## config.mk

```make
export PLATFORM = sky130hd
export DESIGN_NAME = scf_suspend_filter
export DESIGN_NICKNAME = d
export VERILOG_FILES = /design/src/scf_pkg.sv /design/src/scf_suspend_filter.sv
export VERILOG_INCLUDE_DIRS = /design/src
export SDC_FILE = /design/constraint.sdc
export NUM_CORES = 1
export LEC_CHECK = 0
export ABC_CLOCK_PERIOD_IN_PS = 2100
export BUFFER_PORTS_ARGS = -buffer_cell sky130_fd_sc_hd__buf_2
export CAP_MARGIN = 20
export CORE_UTILIZATION = 40
export CTS_BUF_LIST = sky130_fd_sc_hd__clkbuf_8 sky130_fd_sc_hd__clkbuf_16
export CTS_CLUSTER_SIZE = 16
export DETAILED_ROUTE_END_ITERATION = 16
export PLACE_DENSITY = 0.65
export RECOVER_POWER = 100
export SYNTH_ARGS = -nofsm -noshare
export SYNTH_HDL_FRONTEND = slang
export SYNTH_SLANG_ARGS = --single-unit
```

## constraint.sdc

```tcl
create_clock -name i_clock -period 2.1 [get_ports i_clock]
set_input_delay 0.21 -clock i_clock [delete_from_list [all_inputs] [get_ports i_clock]]
set_output_delay 0.21 -clock i_clock [all_outputs]
set_load 0.01 [all_outputs]
```

## src/scf_regs.svh

```systemverilog
// constants for the suspend command filter: offsets, fields, timing, codes
// assumes a 40 MHz core clock and a plain register port
`ifndef SCF_REGS_SVH
`define SCF_REGS_SVH
// ----------------------------------------
// register offsets and fields
// ----------------------------------------
`define SCF_REG_IRQ_STATUS 8'h00
`define SCF_REG_IRQ_MASK 8'h04
`define SCF_REG_STATE 8'h08
`define SCF_REG_LAST_CMD 8'h0c
`define SCF_IRQ_W 3
`define SCF_IRQ_RST 3'h0
`define SCF_EV_SUSPENDED 0
`define SCF_EV_RESUMED 1
`define SCF_EV_REJECTED 2
`define SCF_ST_PROG_BIT 15
`define SCF_ST_ERASE_BIT 10
`define SCF_ST_PENDING_BIT 2
`define SCF_ST_WEL_BIT 1
`define SCF_ST_WIP_BIT 0
// ----------------------------------------
// timing
// ----------------------------------------
`define SCF_CLK_MHZ 40
`define SCF_PSL_NS 20000
`define SCF_ESL_NS 20000
`define SCF_PSL_CYC ((`SCF_PSL_NS*`SCF_CLK_MHZ+999)/1000)
`define SCF_ESL_CYC ((`SCF_ESL_NS*`SCF_CLK_MHZ+999)/1000)
`define SCF_LAT_W 12
// ----------------------------------------
// instruction codes
// ----------------------------------------
`define SCF_OP_WR_EN 8'h06
`define SCF_OP_WR_DIS 8'h04
`define SCF_OP_RD_XADDR 8'hc8
`define SCF_OP_WR_XADDR 8'hc5
`define SCF_OP_EN4B 8'hb7
`define SCF_OP_EX4B 8'he9
`define SCF_OP_QCM_ON 8'h38
`define SCF_OP_QCM_OFF 8'hff
`define SCF_OP_READ 8'h03
`define SCF_OP_READ4 8'h13
`define SCF_OP_FREAD 8'h0b
`define SCF_OP_FREAD_DT 8'h0d
`define SCF_OP_FREAD4 8'h0c
`define SCF_OP_DOUT 8'h3b
`define SCF_OP_DOUT4 8'h3c
`define SCF_OP_QOUT 8'h6b
`define SCF_OP_QOUT4 8'h6c
`define SCF_OP_DIO 8'hbb
`define SCF_OP_DIO_DT 8'hbd
`define SCF_OP_DIO4 8'hbc
`define SCF_OP_QIO 8'heb
`define SCF_OP_QIO_DT 8'hed
`define SCF_OP_QIO4 8'hec
`define SCF_OP_QIO4_DT 8'hee
`define SCF_OP_QWORD 8'he7
`define SCF_OP_WRAP 8'h77
`define SCF_OP_RD_PARAM 8'hc0
`define SCF_OP_ID 8'h90
`define SCF_OP_ID_D 8'h92
`define SCF_OP_ID_Q 8'h94
`define SCF_OP_JID 8'h9f
`define SCF_OP_UID 8'h4b
`define SCF_OP_WAKE 8'hab
`define SCF_OP_SECR 8'h48
`define SCF_OP_PTAB 8'h5a
`define SCF_OP_RESUME 8'h7a
`define SCF_OP_LOCK 8'h2d
`define SCF_OP_LKBIT 8'ha7
`define SCF_OP_SOLID 8'he2
`define SCF_OP_DYN 8'h3d
`define SCF_OP_UNPROT 8'haa
`define SCF_OP_PASS 8'h27
`define SCF_OP_PP 8'h02
`define SCF_OP_PP4 8'h12
`define SCF_OP_QPP 8'h32
`define SCF_OP_QPP4 8'h34
`define SCF_OP_SE 8'h20
`define SCF_OP_SE4 8'h21
`define SCF_OP_BE32 8'h52
`define SCF_OP_BE32_4 8'h5c
`define SCF_OP_BE64 8'hd8
`define SCF_OP_BE64_4 8'hdc
`define SCF_OP_RDSR1 8'h05
`define SCF_OP_RDSR2 8'h35
`define SCF_OP_RDSR3 8'h15
`define SCF_OP_RST_EN 8'h66
`define SCF_OP_RST 8'h99
`define SCF_OP_SUSPEND 8'h75
`endif

```

## src/scf_pkg.sv

```systemverilog
// types shared by the suspend command filter
// assumes nothing beyond a SystemVerilog compiler
package scf_pkg;
   // kind of operation the array engine is running
   typedef enum logic [1:0] {
      op_none,
      op_program,
      op_erase,
      op_status
   } scf_op_t;
   // suspend sequencing state
   typedef enum logic [1:0] {
      st_run,
      st_pending,
      st_suspended
   } scf_state_t;
endpackage

```

## src/scf_suspend_filter.sv

```systemverilog
// suspend state tracker and instruction filter of a serial nor flash
// assumes the serial pins are asynchronous to i_clock and that the array
// engine drives i_wip and i_op_kind from i_clock
//
// Overview of operation
// - program-suspended flag, status bit 15, set once a program is suspended.
// - erase-suspended flag, status bit 10, set once an erase is suspended.
// - resuming clears the matching suspended flag.
// - while suspended, accept write enable/disable, address modes, quad mode.
// - while suspended, accept single-line reads, normal, fast and double rate.
// - while suspended, accept dual and quad fast reads and all variants.
// - while suspended, accept id reads, table reads, wrap, parameters, wake.
// - page programs accepted only while an erase is suspended.
// - sector and block erases accepted only while a program is suspended.
// - while suspended, accept the protection-related register reads.
// - status reads and reset accepted right after suspend, no latency.
// - after latency, clear write enable latch, set flag, then accept.
// - suspend interrupts program or erase; status writes cannot suspend.
// - resume acts only with suspend flag set and no write in progress.
`timescale 1ns/1ps
`include "scf_regs.svh"
module scf_suspend_filter (
   // clock and reset
   input wire logic i_clock,
   input wire logic i_reset_n,
   // serial link pins
   input wire logic i_sck,
   input wire logic i_cs_n,
   input wire logic [3:0] i_io,
   // array engine
   input wire logic i_wip,
   input wire scf_pkg::scf_op_t i_op_kind,
   output logic o_suspend_start,
   output logic o_resume_start,
   // decoded instruction stream
   output logic o_cmd_valid,
   output logic o_cmd_accept,
   output logic [7:0] o_cmd_code,
   // status flags
   output logic o_program_suspended,
   output logic o_erase_suspended,
   output logic o_write_enable_latch,
   output logic o_quad_command_mode,
   // register port
   input wire logic [7:0] i_addr,
   input wire logic [31:0] i_wdata,
   input wire logic i_write,
   input wire logic i_read,
   output logic [31:0] o_rdata,
   output logic o_irq
);
   import scf_pkg::*;

   // ----------------------------------------
   // decode functions
   // ----------------------------------------
   // commands that need no latency after a suspend
   function automatic logic scf_no_latency(input logic [7:0] op);
      case (op)
         `SCF_OP_RDSR1, `SCF_OP_RDSR2, `SCF_OP_RDSR3,
         `SCF_OP_RST_EN, `SCF_OP_RST: scf_no_latency = 1'b1;
         default: scf_no_latency = 1'b0;
      endcase
   endfunction

   // allowed set once the suspend has settled
   function automatic logic scf_allowed(input logic [7:0] op,
                                        input logic prog,
                                        input logic ers);
      case (op)
         `SCF_OP_WR_EN, `SCF_OP_WR_DIS, `SCF_OP_RD_XADDR, `SCF_OP_WR_XADDR,
         `SCF_OP_EN4B, `SCF_OP_EX4B, `SCF_OP_QCM_ON,
         `SCF_OP_QCM_OFF: scf_allowed = 1'b1;
         `SCF_OP_READ, `SCF_OP_READ4, `SCF_OP_FREAD, `SCF_OP_FREAD_DT,
         `SCF_OP_FREAD4: scf_allowed = 1'b1;
         `SCF_OP_DOUT, `SCF_OP_DOUT4, `SCF_OP_QOUT, `SCF_OP_QOUT4,
         `SCF_OP_DIO, `SCF_OP_DIO_DT, `SCF_OP_DIO4, `SCF_OP_QIO,
         `SCF_OP_QIO_DT, `SCF_OP_QIO4, `SCF_OP_QIO4_DT,
         `SCF_OP_QWORD: scf_allowed = 1'b1;
         `SCF_OP_WRAP, `SCF_OP_RD_PARAM, `SCF_OP_ID, `SCF_OP_ID_D,
         `SCF_OP_ID_Q, `SCF_OP_JID, `SCF_OP_UID, `SCF_OP_WAKE,
         `SCF_OP_SECR, `SCF_OP_PTAB: scf_allowed = 1'b1;
         `SCF_OP_LOCK, `SCF_OP_LKBIT, `SCF_OP_SOLID, `SCF_OP_DYN,
         `SCF_OP_UNPROT, `SCF_OP_PASS: scf_allowed = 1'b1;
         `SCF_OP_PP, `SCF_OP_PP4, `SCF_OP_QPP,
         `SCF_OP_QPP4: scf_allowed = ers & ~prog;
         `SCF_OP_SE, `SCF_OP_SE4, `SCF_OP_BE32, `SCF_OP_BE32_4,
         `SCF_OP_BE64, `SCF_OP_BE64_4:
            scf_allowed = prog & ~ers;
         `SCF_OP_RESUME: scf_allowed = 1'b1;
         default: scf_allowed = scf_no_latency(op);
      endcase
   endfunction

   // ----------------------------------------
   // pin synchronisers and edge finding
   // ----------------------------------------
   logic sck_meta, sck_sync, sck_last;
   logic cs_meta, cs_sync, cs_last;
   logic [3:0] io_meta, io_sync;
   logic sck_rise, cs_rise;

   // two stages on every pin, the first read by nothing else
   always_ff @(posedge i_clock or negedge i_reset_n) begin
      if (!i_reset_n) begin
         sck_meta <= 1'b0;
         sck_sync <= 1'b0;
         sck_last <= 1'b0;
         cs_meta <= 1'b1;
         cs_sync <= 1'b1;
         cs_last <= 1'b1;
         io_meta <= 4'h0;
         io_sync <= 4'h0;
      end else begin
         sck_meta <= i_sck;
         sck_sync <= sck_meta;
         sck_last <= sck_sync;
         cs_meta <= i_cs_n;
         cs_sync <= cs_meta;
         cs_last <= cs_sync;
         io_meta <= i_io;
         io_sync <= io_meta;
      end
   end

   assign sck_rise = sck_sync & ~sck_last;
   assign cs_rise = cs_sync & ~cs_last;

   // ----------------------------------------
   // instruction capture
   // ----------------------------------------
   logic [7:0] shreg, next_shreg;
   logic [3:0] bit_cnt, next_cnt;
   logic captured;
   logic quad_command_mode;

   // quad mode moves four bits per edge, single mode one on io0
   always_comb begin
      if (quad_command_mode) begin
         next_shreg = {shreg[3:0], io_sync};
         next_cnt = bit_cnt + 4'h4;
      end else begin
         next_shreg = {shreg[6:0], io_sync[0]};
         next_cnt = bit_cnt + 4'h1;
      end
   end

   // only the first byte of a frame is an instruction
   always_ff @(posedge i_clock or negedge i_reset_n) begin
      if (!i_reset_n) begin
         shreg <= 8'h00;
         bit_cnt <= 4'h0;
         captured <= 1'b0;
      end else if (cs_sync) begin
         bit_cnt <= 4'h0;
         captured <= 1'b0;
      end else if (sck_rise && !captured) begin
         shreg <= next_shreg;
         bit_cnt <= next_cnt;
         captured <= (next_cnt == 4'h8);
      end
   end

   logic op_strobe;
   logic [7:0] op_code;

   always_ff @(posedge i_clock or negedge i_reset_n) begin
      if (!i_reset_n) begin
         op_strobe <= 1'b0;
         op_code <= 8'h00;
      end else begin
         op_strobe <= !cs_sync && sck_rise && !captured &&
                      (next_cnt == 4'h8);
         if (!cs_sync && sck_rise && !captured && next_cnt == 4'h8)
            op_code <= next_shreg;
      end
   end

   // ----------------------------------------
   // acceptance decision
   // ----------------------------------------
   scf_state_t state;
   logic program_suspended_flag, erase_suspended_flag, suspend_flag;
   logic accept;

   assign suspend_flag = program_suspended_flag | erase_suspended_flag;

   always_comb begin
      accept = 1'b1;
      case (state)
         st_run: begin
            if (op_code == `SCF_OP_SUSPEND)
               accept = i_wip && (i_op_kind == op_program ||
                                  i_op_kind == op_erase);
            else if (op_code == `SCF_OP_RESUME)
               accept = 1'b0;
         end
         // until the latency ends only status and reset get through
         st_pending: accept = scf_no_latency(op_code);
         st_suspended: begin
            if (op_code == `SCF_OP_RESUME)
               accept = suspend_flag && !i_wip;
            else
               accept = scf_allowed(op_code, program_suspended_flag,
                                    erase_suspended_flag);
         end
         default: accept = 1'b0;
      endcase
   end

   // accepted instruction waits for the end of its frame
   // held drops at frame end so an empty frame cannot replay it
   logic held;
   logic last_accept;
   logic [7:0] held_code;

   always_ff @(posedge i_clock or negedge i_reset_n) begin
      if (!i_reset_n) begin
         held <= 1'b0;
         last_accept <= 1'b0;
         held_code <= 8'h00;
      end else if (op_strobe) begin
         held <= accept;
         last_accept <= accept;
         held_code <= op_code;
      end else if (cs_rise) begin
         held <= 1'b0;
      end
   end

   // instruction stream seen by the command engines
   always_ff @(posedge i_clock or negedge i_reset_n) begin
      if (!i_reset_n) begin
         o_cmd_valid <= 1'b0;
         o_cmd_accept <= 1'b0;
         o_cmd_code <= 8'h00;
      end else begin
         o_cmd_valid <= op_strobe;
         o_cmd_accept <= op_strobe & accept;
         if (op_strobe)
            o_cmd_code <= op_code;
      end
   end

   // ----------------------------------------
   // suspend sequencing
   // ----------------------------------------
   logic frame_done;
   logic [`SCF_LAT_W-1:0] lat_cnt;
   logic pend_erase;
   logic reset_armed;
   logic write_enable_latch;
   logic ev_suspended, ev_resumed;

   assign frame_done = cs_rise & held;

   always_ff @(posedge i_clock or negedge i_reset_n) begin
      if (!i_reset_n) begin
         state <= st_run;
         lat_cnt <= '0;
         pend_erase <= 1'b0;
         program_suspended_flag <= 1'b0;
         erase_suspended_flag <= 1'b0;
         reset_armed <= 1'b0;
         o_suspend_start <= 1'b0;
         o_resume_start <= 1'b0;
         ev_suspended <= 1'b0;
         ev_resumed <= 1'b0;
      end else begin
         o_suspend_start <= 1'b0;
         o_resume_start <= 1'b0;
         ev_suspended <= 1'b0;
         ev_resumed <= 1'b0;
         if (frame_done)
            reset_armed <= (held_code == `SCF_OP_RST_EN);
         // software reset abandons any suspended operation
         if (frame_done && held_code == `SCF_OP_RST && reset_armed) begin
            state <= st_run;
            program_suspended_flag <= 1'b0;
            erase_suspended_flag <= 1'b0;
         end else begin
            case (state)
               st_run: begin
                  if (frame_done && held_code == `SCF_OP_SUSPEND) begin
                     state <= st_pending;
                     o_suspend_start <= 1'b1;
                     pend_erase <= (i_op_kind == op_erase);
                     if (i_op_kind == op_erase)
                        lat_cnt <= `SCF_LAT_W'(`SCF_ESL_CYC - 1);
                     else
                        lat_cnt <= `SCF_LAT_W'(`SCF_PSL_CYC - 1);
                  end
               end
               st_pending: begin
                  if (lat_cnt == '0) begin
                     state <= st_suspended;
                     ev_suspended <= 1'b1;
                     if (pend_erase)
                        erase_suspended_flag <= 1'b1;
                     else
                        program_suspended_flag <= 1'b1;
                  end else begin
                     lat_cnt <= lat_cnt - `SCF_LAT_W'(1);
                  end
               end
               st_suspended: begin
                  if (frame_done && held_code == `SCF_OP_RESUME) begin
                     state <= st_run;
                     program_suspended_flag <= 1'b0;
                     erase_suspended_flag <= 1'b0;
                     o_resume_start <= 1'b1;
                     ev_resumed <= 1'b1;
                  end
               end
               default: state <= st_run;
            endcase
         end
      end
   end

   // write enable latch and quad mode follow accepted frames
   always_ff @(posedge i_clock or negedge i_reset_n) begin
      if (!i_reset_n) begin
         write_enable_latch <= 1'b0;
         quad_command_mode <= 1'b0;
      end else begin
         if (state == st_pending && lat_cnt == '0)
            write_enable_latch <= 1'b0;
         else if (frame_done && held_code == `SCF_OP_WR_EN)
            write_enable_latch <= 1'b1;
         else if (frame_done && held_code == `SCF_OP_WR_DIS)
            write_enable_latch <= 1'b0;
         if (frame_done && held_code == `SCF_OP_QCM_ON)
            quad_command_mode <= 1'b1;
         else if (frame_done && held_code == `SCF_OP_QCM_OFF)
            quad_command_mode <= 1'b0;
      end
   end

   assign o_program_suspended = program_suspended_flag;
   assign o_erase_suspended = erase_suspended_flag;
   assign o_write_enable_latch = write_enable_latch;
   assign o_quad_command_mode = quad_command_mode;

   // ----------------------------------------
   // interrupt status, mask and register port
   // ----------------------------------------
   logic [`SCF_IRQ_W-1:0] irq_status, irq_mask, events, clr;

   always_comb begin
      events = '0;
      events[`SCF_EV_SUSPENDED] = ev_suspended;
      events[`SCF_EV_RESUMED] = ev_resumed;
      events[`SCF_EV_REJECTED] = op_strobe & ~accept;
      clr = '0;
      if (i_write && i_addr == `SCF_REG_IRQ_STATUS)
         clr = i_wdata[`SCF_IRQ_W-1:0];
   end

   // a new event wins over a clear in the same cycle
   always_ff @(posedge i_clock or negedge i_reset_n) begin
      if (!i_reset_n) begin
         irq_status <= `SCF_IRQ_RST;
         irq_mask <= `SCF_IRQ_RST;
         o_irq <= 1'b0;
      end else begin
         irq_status <= (irq_status & ~clr) | events;
         if (i_write && i_addr == `SCF_REG_IRQ_MASK)
            irq_mask <= i_wdata[`SCF_IRQ_W-1:0];
         o_irq <= |(irq_status & irq_mask);
      end
   end

   // read data stands for one cycle after the strobe only
   always_ff @(posedge i_clock or negedge i_reset_n) begin
      if (!i_reset_n) begin
         o_rdata <= 32'h0;
      end else begin
         o_rdata <= 32'h0;
         if (i_read) begin
            case (i_addr)
               `SCF_REG_IRQ_STATUS: o_rdata[`SCF_IRQ_W-1:0] <= irq_status;
               `SCF_REG_IRQ_MASK: o_rdata[`SCF_IRQ_W-1:0] <= irq_mask;
               `SCF_REG_STATE: begin
                  o_rdata[`SCF_ST_PROG_BIT] <= program_suspended_flag;
                  o_rdata[`SCF_ST_ERASE_BIT] <= erase_suspended_flag;
                  o_rdata[`SCF_ST_PENDING_BIT] <= (state == st_pending);
                  o_rdata[`SCF_ST_WEL_BIT] <= write_enable_latch;
                  o_rdata[`SCF_ST_WIP_BIT] <= i_wip;
               end
               `SCF_REG_LAST_CMD: o_rdata[8:0] <= {last_accept, held_code};
               default: o_rdata <= 32'h0;
            endcase
         end
      end
   end
endmodule

```

==> impl_metrics.tcl <==
set metrics [dict create \
    fin_ws_ps -39.27 \
    dpl.hpwl_um 7773 \
    numCtsBuffers 9 \
    ys.flop_type "dfrtp_1" \
    critPathMaxFanout 5 \
    grt_antenna_before_repair 0 \
    drt-total-wl_um 10810 \
    synth_cell_types 68 \
    numClockSinks 88 \
    grt_pass1_vias 3542 \
    violations "setup timing" \
    drtAntennaViolNets 0 \
    async_flop_share_pct 100.0 \
    r2r_cells 8 \
    num_io_pins 102 \
    h-tree-depth 3 \
    io_buffers 51 \
    layout-drive-gt1-share_pct 31.22 \
    clkTransAtPathRegs_ps 100 \
    wl_per_cell_um 15.29 \
    irDropWorstVdd_v 0.0004555 \
    synth_warnings 0 \
    vias 3690 \
    syn_area_sq_um 4488 \
    grt_usage_pct 18.62 \
    drt_iter0_markers 169 \
    synth_seq_area_share_pct 49.15 \
    critPathRequiredTime_ps 2340 \
    leakage_uw 0.002575 \
    grt_max_degree 42 \
    pre_cts_slack_ps -73.93 \
    crit_path_end "lat_cnt[9]" \
    n_antenna_cell 0 \
    grt_overflow 0 \
    dp_cells 667 \
    min-delay-path-class "in -> reg" \
    grt_pass1_wl_um 16930 \
    rsz0062_at_grt "yes" \
    ff_latch_area_sq_um 2208 \
    cp-startpoint "lat_cnt[0]" \
    cp-start-kind "flop" \
    fmax_mhz 467.5 \
    areaGrowthSynthToFinish_pct 27.49 \
    cap_violations 0 \
    r2r_slack_ps -40 \
    power.density_nw_per_um2 526.2 \
    dr.pass1.iters 4 \
    hold_viol 0 \
    synth_edf_count 0 \
    clockBufferDepth 2 \
    setup_violations 5 \
    worstPathArrival_ps 2370 \
    clk_root_buffer_cell "clkbuf_8" \
    synth_area_per_cell_sq_um 10.25 \
    core_area_sq_um 10890 \
    routabilityCongestion 0.8817 \
    start_util_pct 41.22 \
    worstSetupEndpointType "flop" \
    cts_tree "yes" \
    nets 618 \
    fp.dieH_um 107.9 \
    multi_input_area_sq_um 2246 \
    fin_crit_ps 2139 \
    timing.rr.end "lat_cnt[9]" \
    instances_no_fill 707 \
    status "complete, but fails checks" \
    path_class "reg -> reg" \
    route.detailed.drc 0 \
    worst_pin_slew_ps 1019 \
    rows 38 \
    r2r_start "lat_cnt[0]" \
    die_x_um 107.9 \
    skew_ps 12.53 \
    slew_viol_final 0 \
    fin_crit_sh_pct 101.9 \
    worstSkewPairLatency_ps 350 \
    fillCellCount 1008 \
    ys_ff_latch 88 \
    drt-vias-per-instance 5.219 \
    maxSlewHeadroom_pct 32.04 \
    synthCells 438 \
    die-area_sq_um 11650 \
]
[logic make-up after synthesis]
group,Yosys count,share of synthesized area (%)
other,1,0.08356
adders and majority gates,3,0.8364
DFF,88,49.15
buffers and inverters,57,6.970
xor gates and xnor gates,15,2.927
muxes,25,6.774
and+or+nand+nor,183,23.25
AOI/OAI and AO/OA,66,10.01
[repair_timing]
item	4_1_cts	5_1_grt
hold endpoints to repair	43	0
pin swaps	2	13
hold buffers	7	0
cloned	0	1
endpoints found under the setup margin	6	15
gates resized for setup	3	45
setup buffers	4	12
[power breakdown]
group / switching [uW] / leakage [uW] / internal (uW)
Combinational: 113 / 0.00133 / 68.7
Clock: 621 / 0.0000931 / 430
Sequential: 32.1 / 0.00116 / 1750
[layer usage]
metal	vias to the layer above	GRT usage, %	routed length, um
li1	1769	-	-
met2	98	31.32	5451
met1	1814	23.95	4758
met5	-	0	0
met4	0	6.067	102
met3	9	3.814	500
[registers in the layout (all words and copies together), names as in the netlist, 2 cells and up]
signal      flops
op_code         8
o_cmd_code      8
bit_cnt         4
io_sync         4
o_rdata        11
state           2
io_meta         4
shreg           7
irq_mask        3
irq_status      3
lat_cnt        12
[layout make-up]
class	instances	share of cell area [%]
clock inverter	7	0.8091
sequential	88	38.60
clock buffer	9	2.165
tap	140	3.061
multi-input combinational	313	39.25
inverter	15	0.9840
timing repair buffer	135	15.13
[through the flow]
stage               TNS [ps]  utilization, %  power, uW  area (sq um)  hold slack (ps)
CTS                   -17.34           50.54       3045          5503            86.64
global placement      -109.0           47.93       1985          5219            214.4
floorplan             -12.73               -       1927          4567           -85.59
detailed placement    -176.8           47.93       1992          5219            225.7
finish                -74.69           52.55       3011          5722            102.9
global route          -927.0           52.55       3151          5722            85.05
[worst min path at each step]
stage	to	slack (ps)	cells past startpoint	startpoint
4_1_cts	irq_mask[1]	90	2	i_wdata[1]
2_1_floorplan	bit_cnt[0]	-90	0	i_reset_n
6_report	irq_mask[1]	100	2	i_wdata[1]
3_5_place_dp	shreg[6]	230	1	i_reset_n
3_3_place_gp	shreg[6]	210	1	i_reset_n
5_1_grt	irq_mask[2]	90	2	i_wdata[2]
[Yosys cell counts (3+ instances only)]
master     instances  area, sq um
nand3b_1           4        30.03
xor2_1             8        70.07
a21oi_1           24        120.1
or3b_2             4        35.03
and3_1             8        50.05
and2_1            11        68.82
nor3_1            14        70.07
dfrtp_1           85         2127
dfstp_2            3        78.83
mux2_2            13        146.4
nor2_1            45        168.9
nand4_1            4        25.02
inv_1             14        52.55
nor4b_1            3        26.28
buf_4             22        165.2
o32ai_1            3        26.28
nor4_1             9        56.30
nand2b_1          10        62.56
nor3b_1            4        30.03
nand2_1           29        108.9
o21ai_0            8        40.04
nand4b_1           4        35.03
ha_1               3        37.54
o31ai_1            4        30.03
nand3_1            9        45.04
xnor2_1            7        61.31
mux4_2             3        67.56
or2_2              4        25.02
buf_2             13        65.06
a21o_1             3        22.52
o2111ai_1          3        26.28
mux2i_1            9        90.09
clkbuf_1           5        18.77
[worst max-delay path: stages (launching register included)]
cell      delay [ps]
dfrtp_1          400
inv_2             80
ha_4             130
or4b_4           480
nor4_4           240
a211oi_4         140
nand2_2          130
nor3_1            50
or3b_1           360
[cell usage in the layout (no fill, tap or decap), types with 4 or more instances in the layout]
master,netlist,routed
nand2b_1,10,9
o21ai_0,8,6
a21oi_1,24,23
clkinv_2,0,4
nand3b_1,4,4
clkbuf_1,5,33
nor3_1,14,12
clkbuf_8,0,9
nand2_1,29,26
mux2_2,13,13
conb_1,1,21
xnor2_1,7,6
buf_4,22,53
nand3_1,9,7
buf_6,0,5
dfrtp_1,85,83
and3_1,8,8
dlygate4sd3_1,0,7
mux2i_1,9,9
nor4_1,9,6
nand4b_1,4,4
or2_2,4,4
nor2_1,45,45
inv_1,14,11
buf_2,13,30
and2_0,0,8
nand4_1,4,4
clkbuf_2,0,4
xor2_1,8,7
nand2_2,1,4
Power figures use the tool's default switching activity.
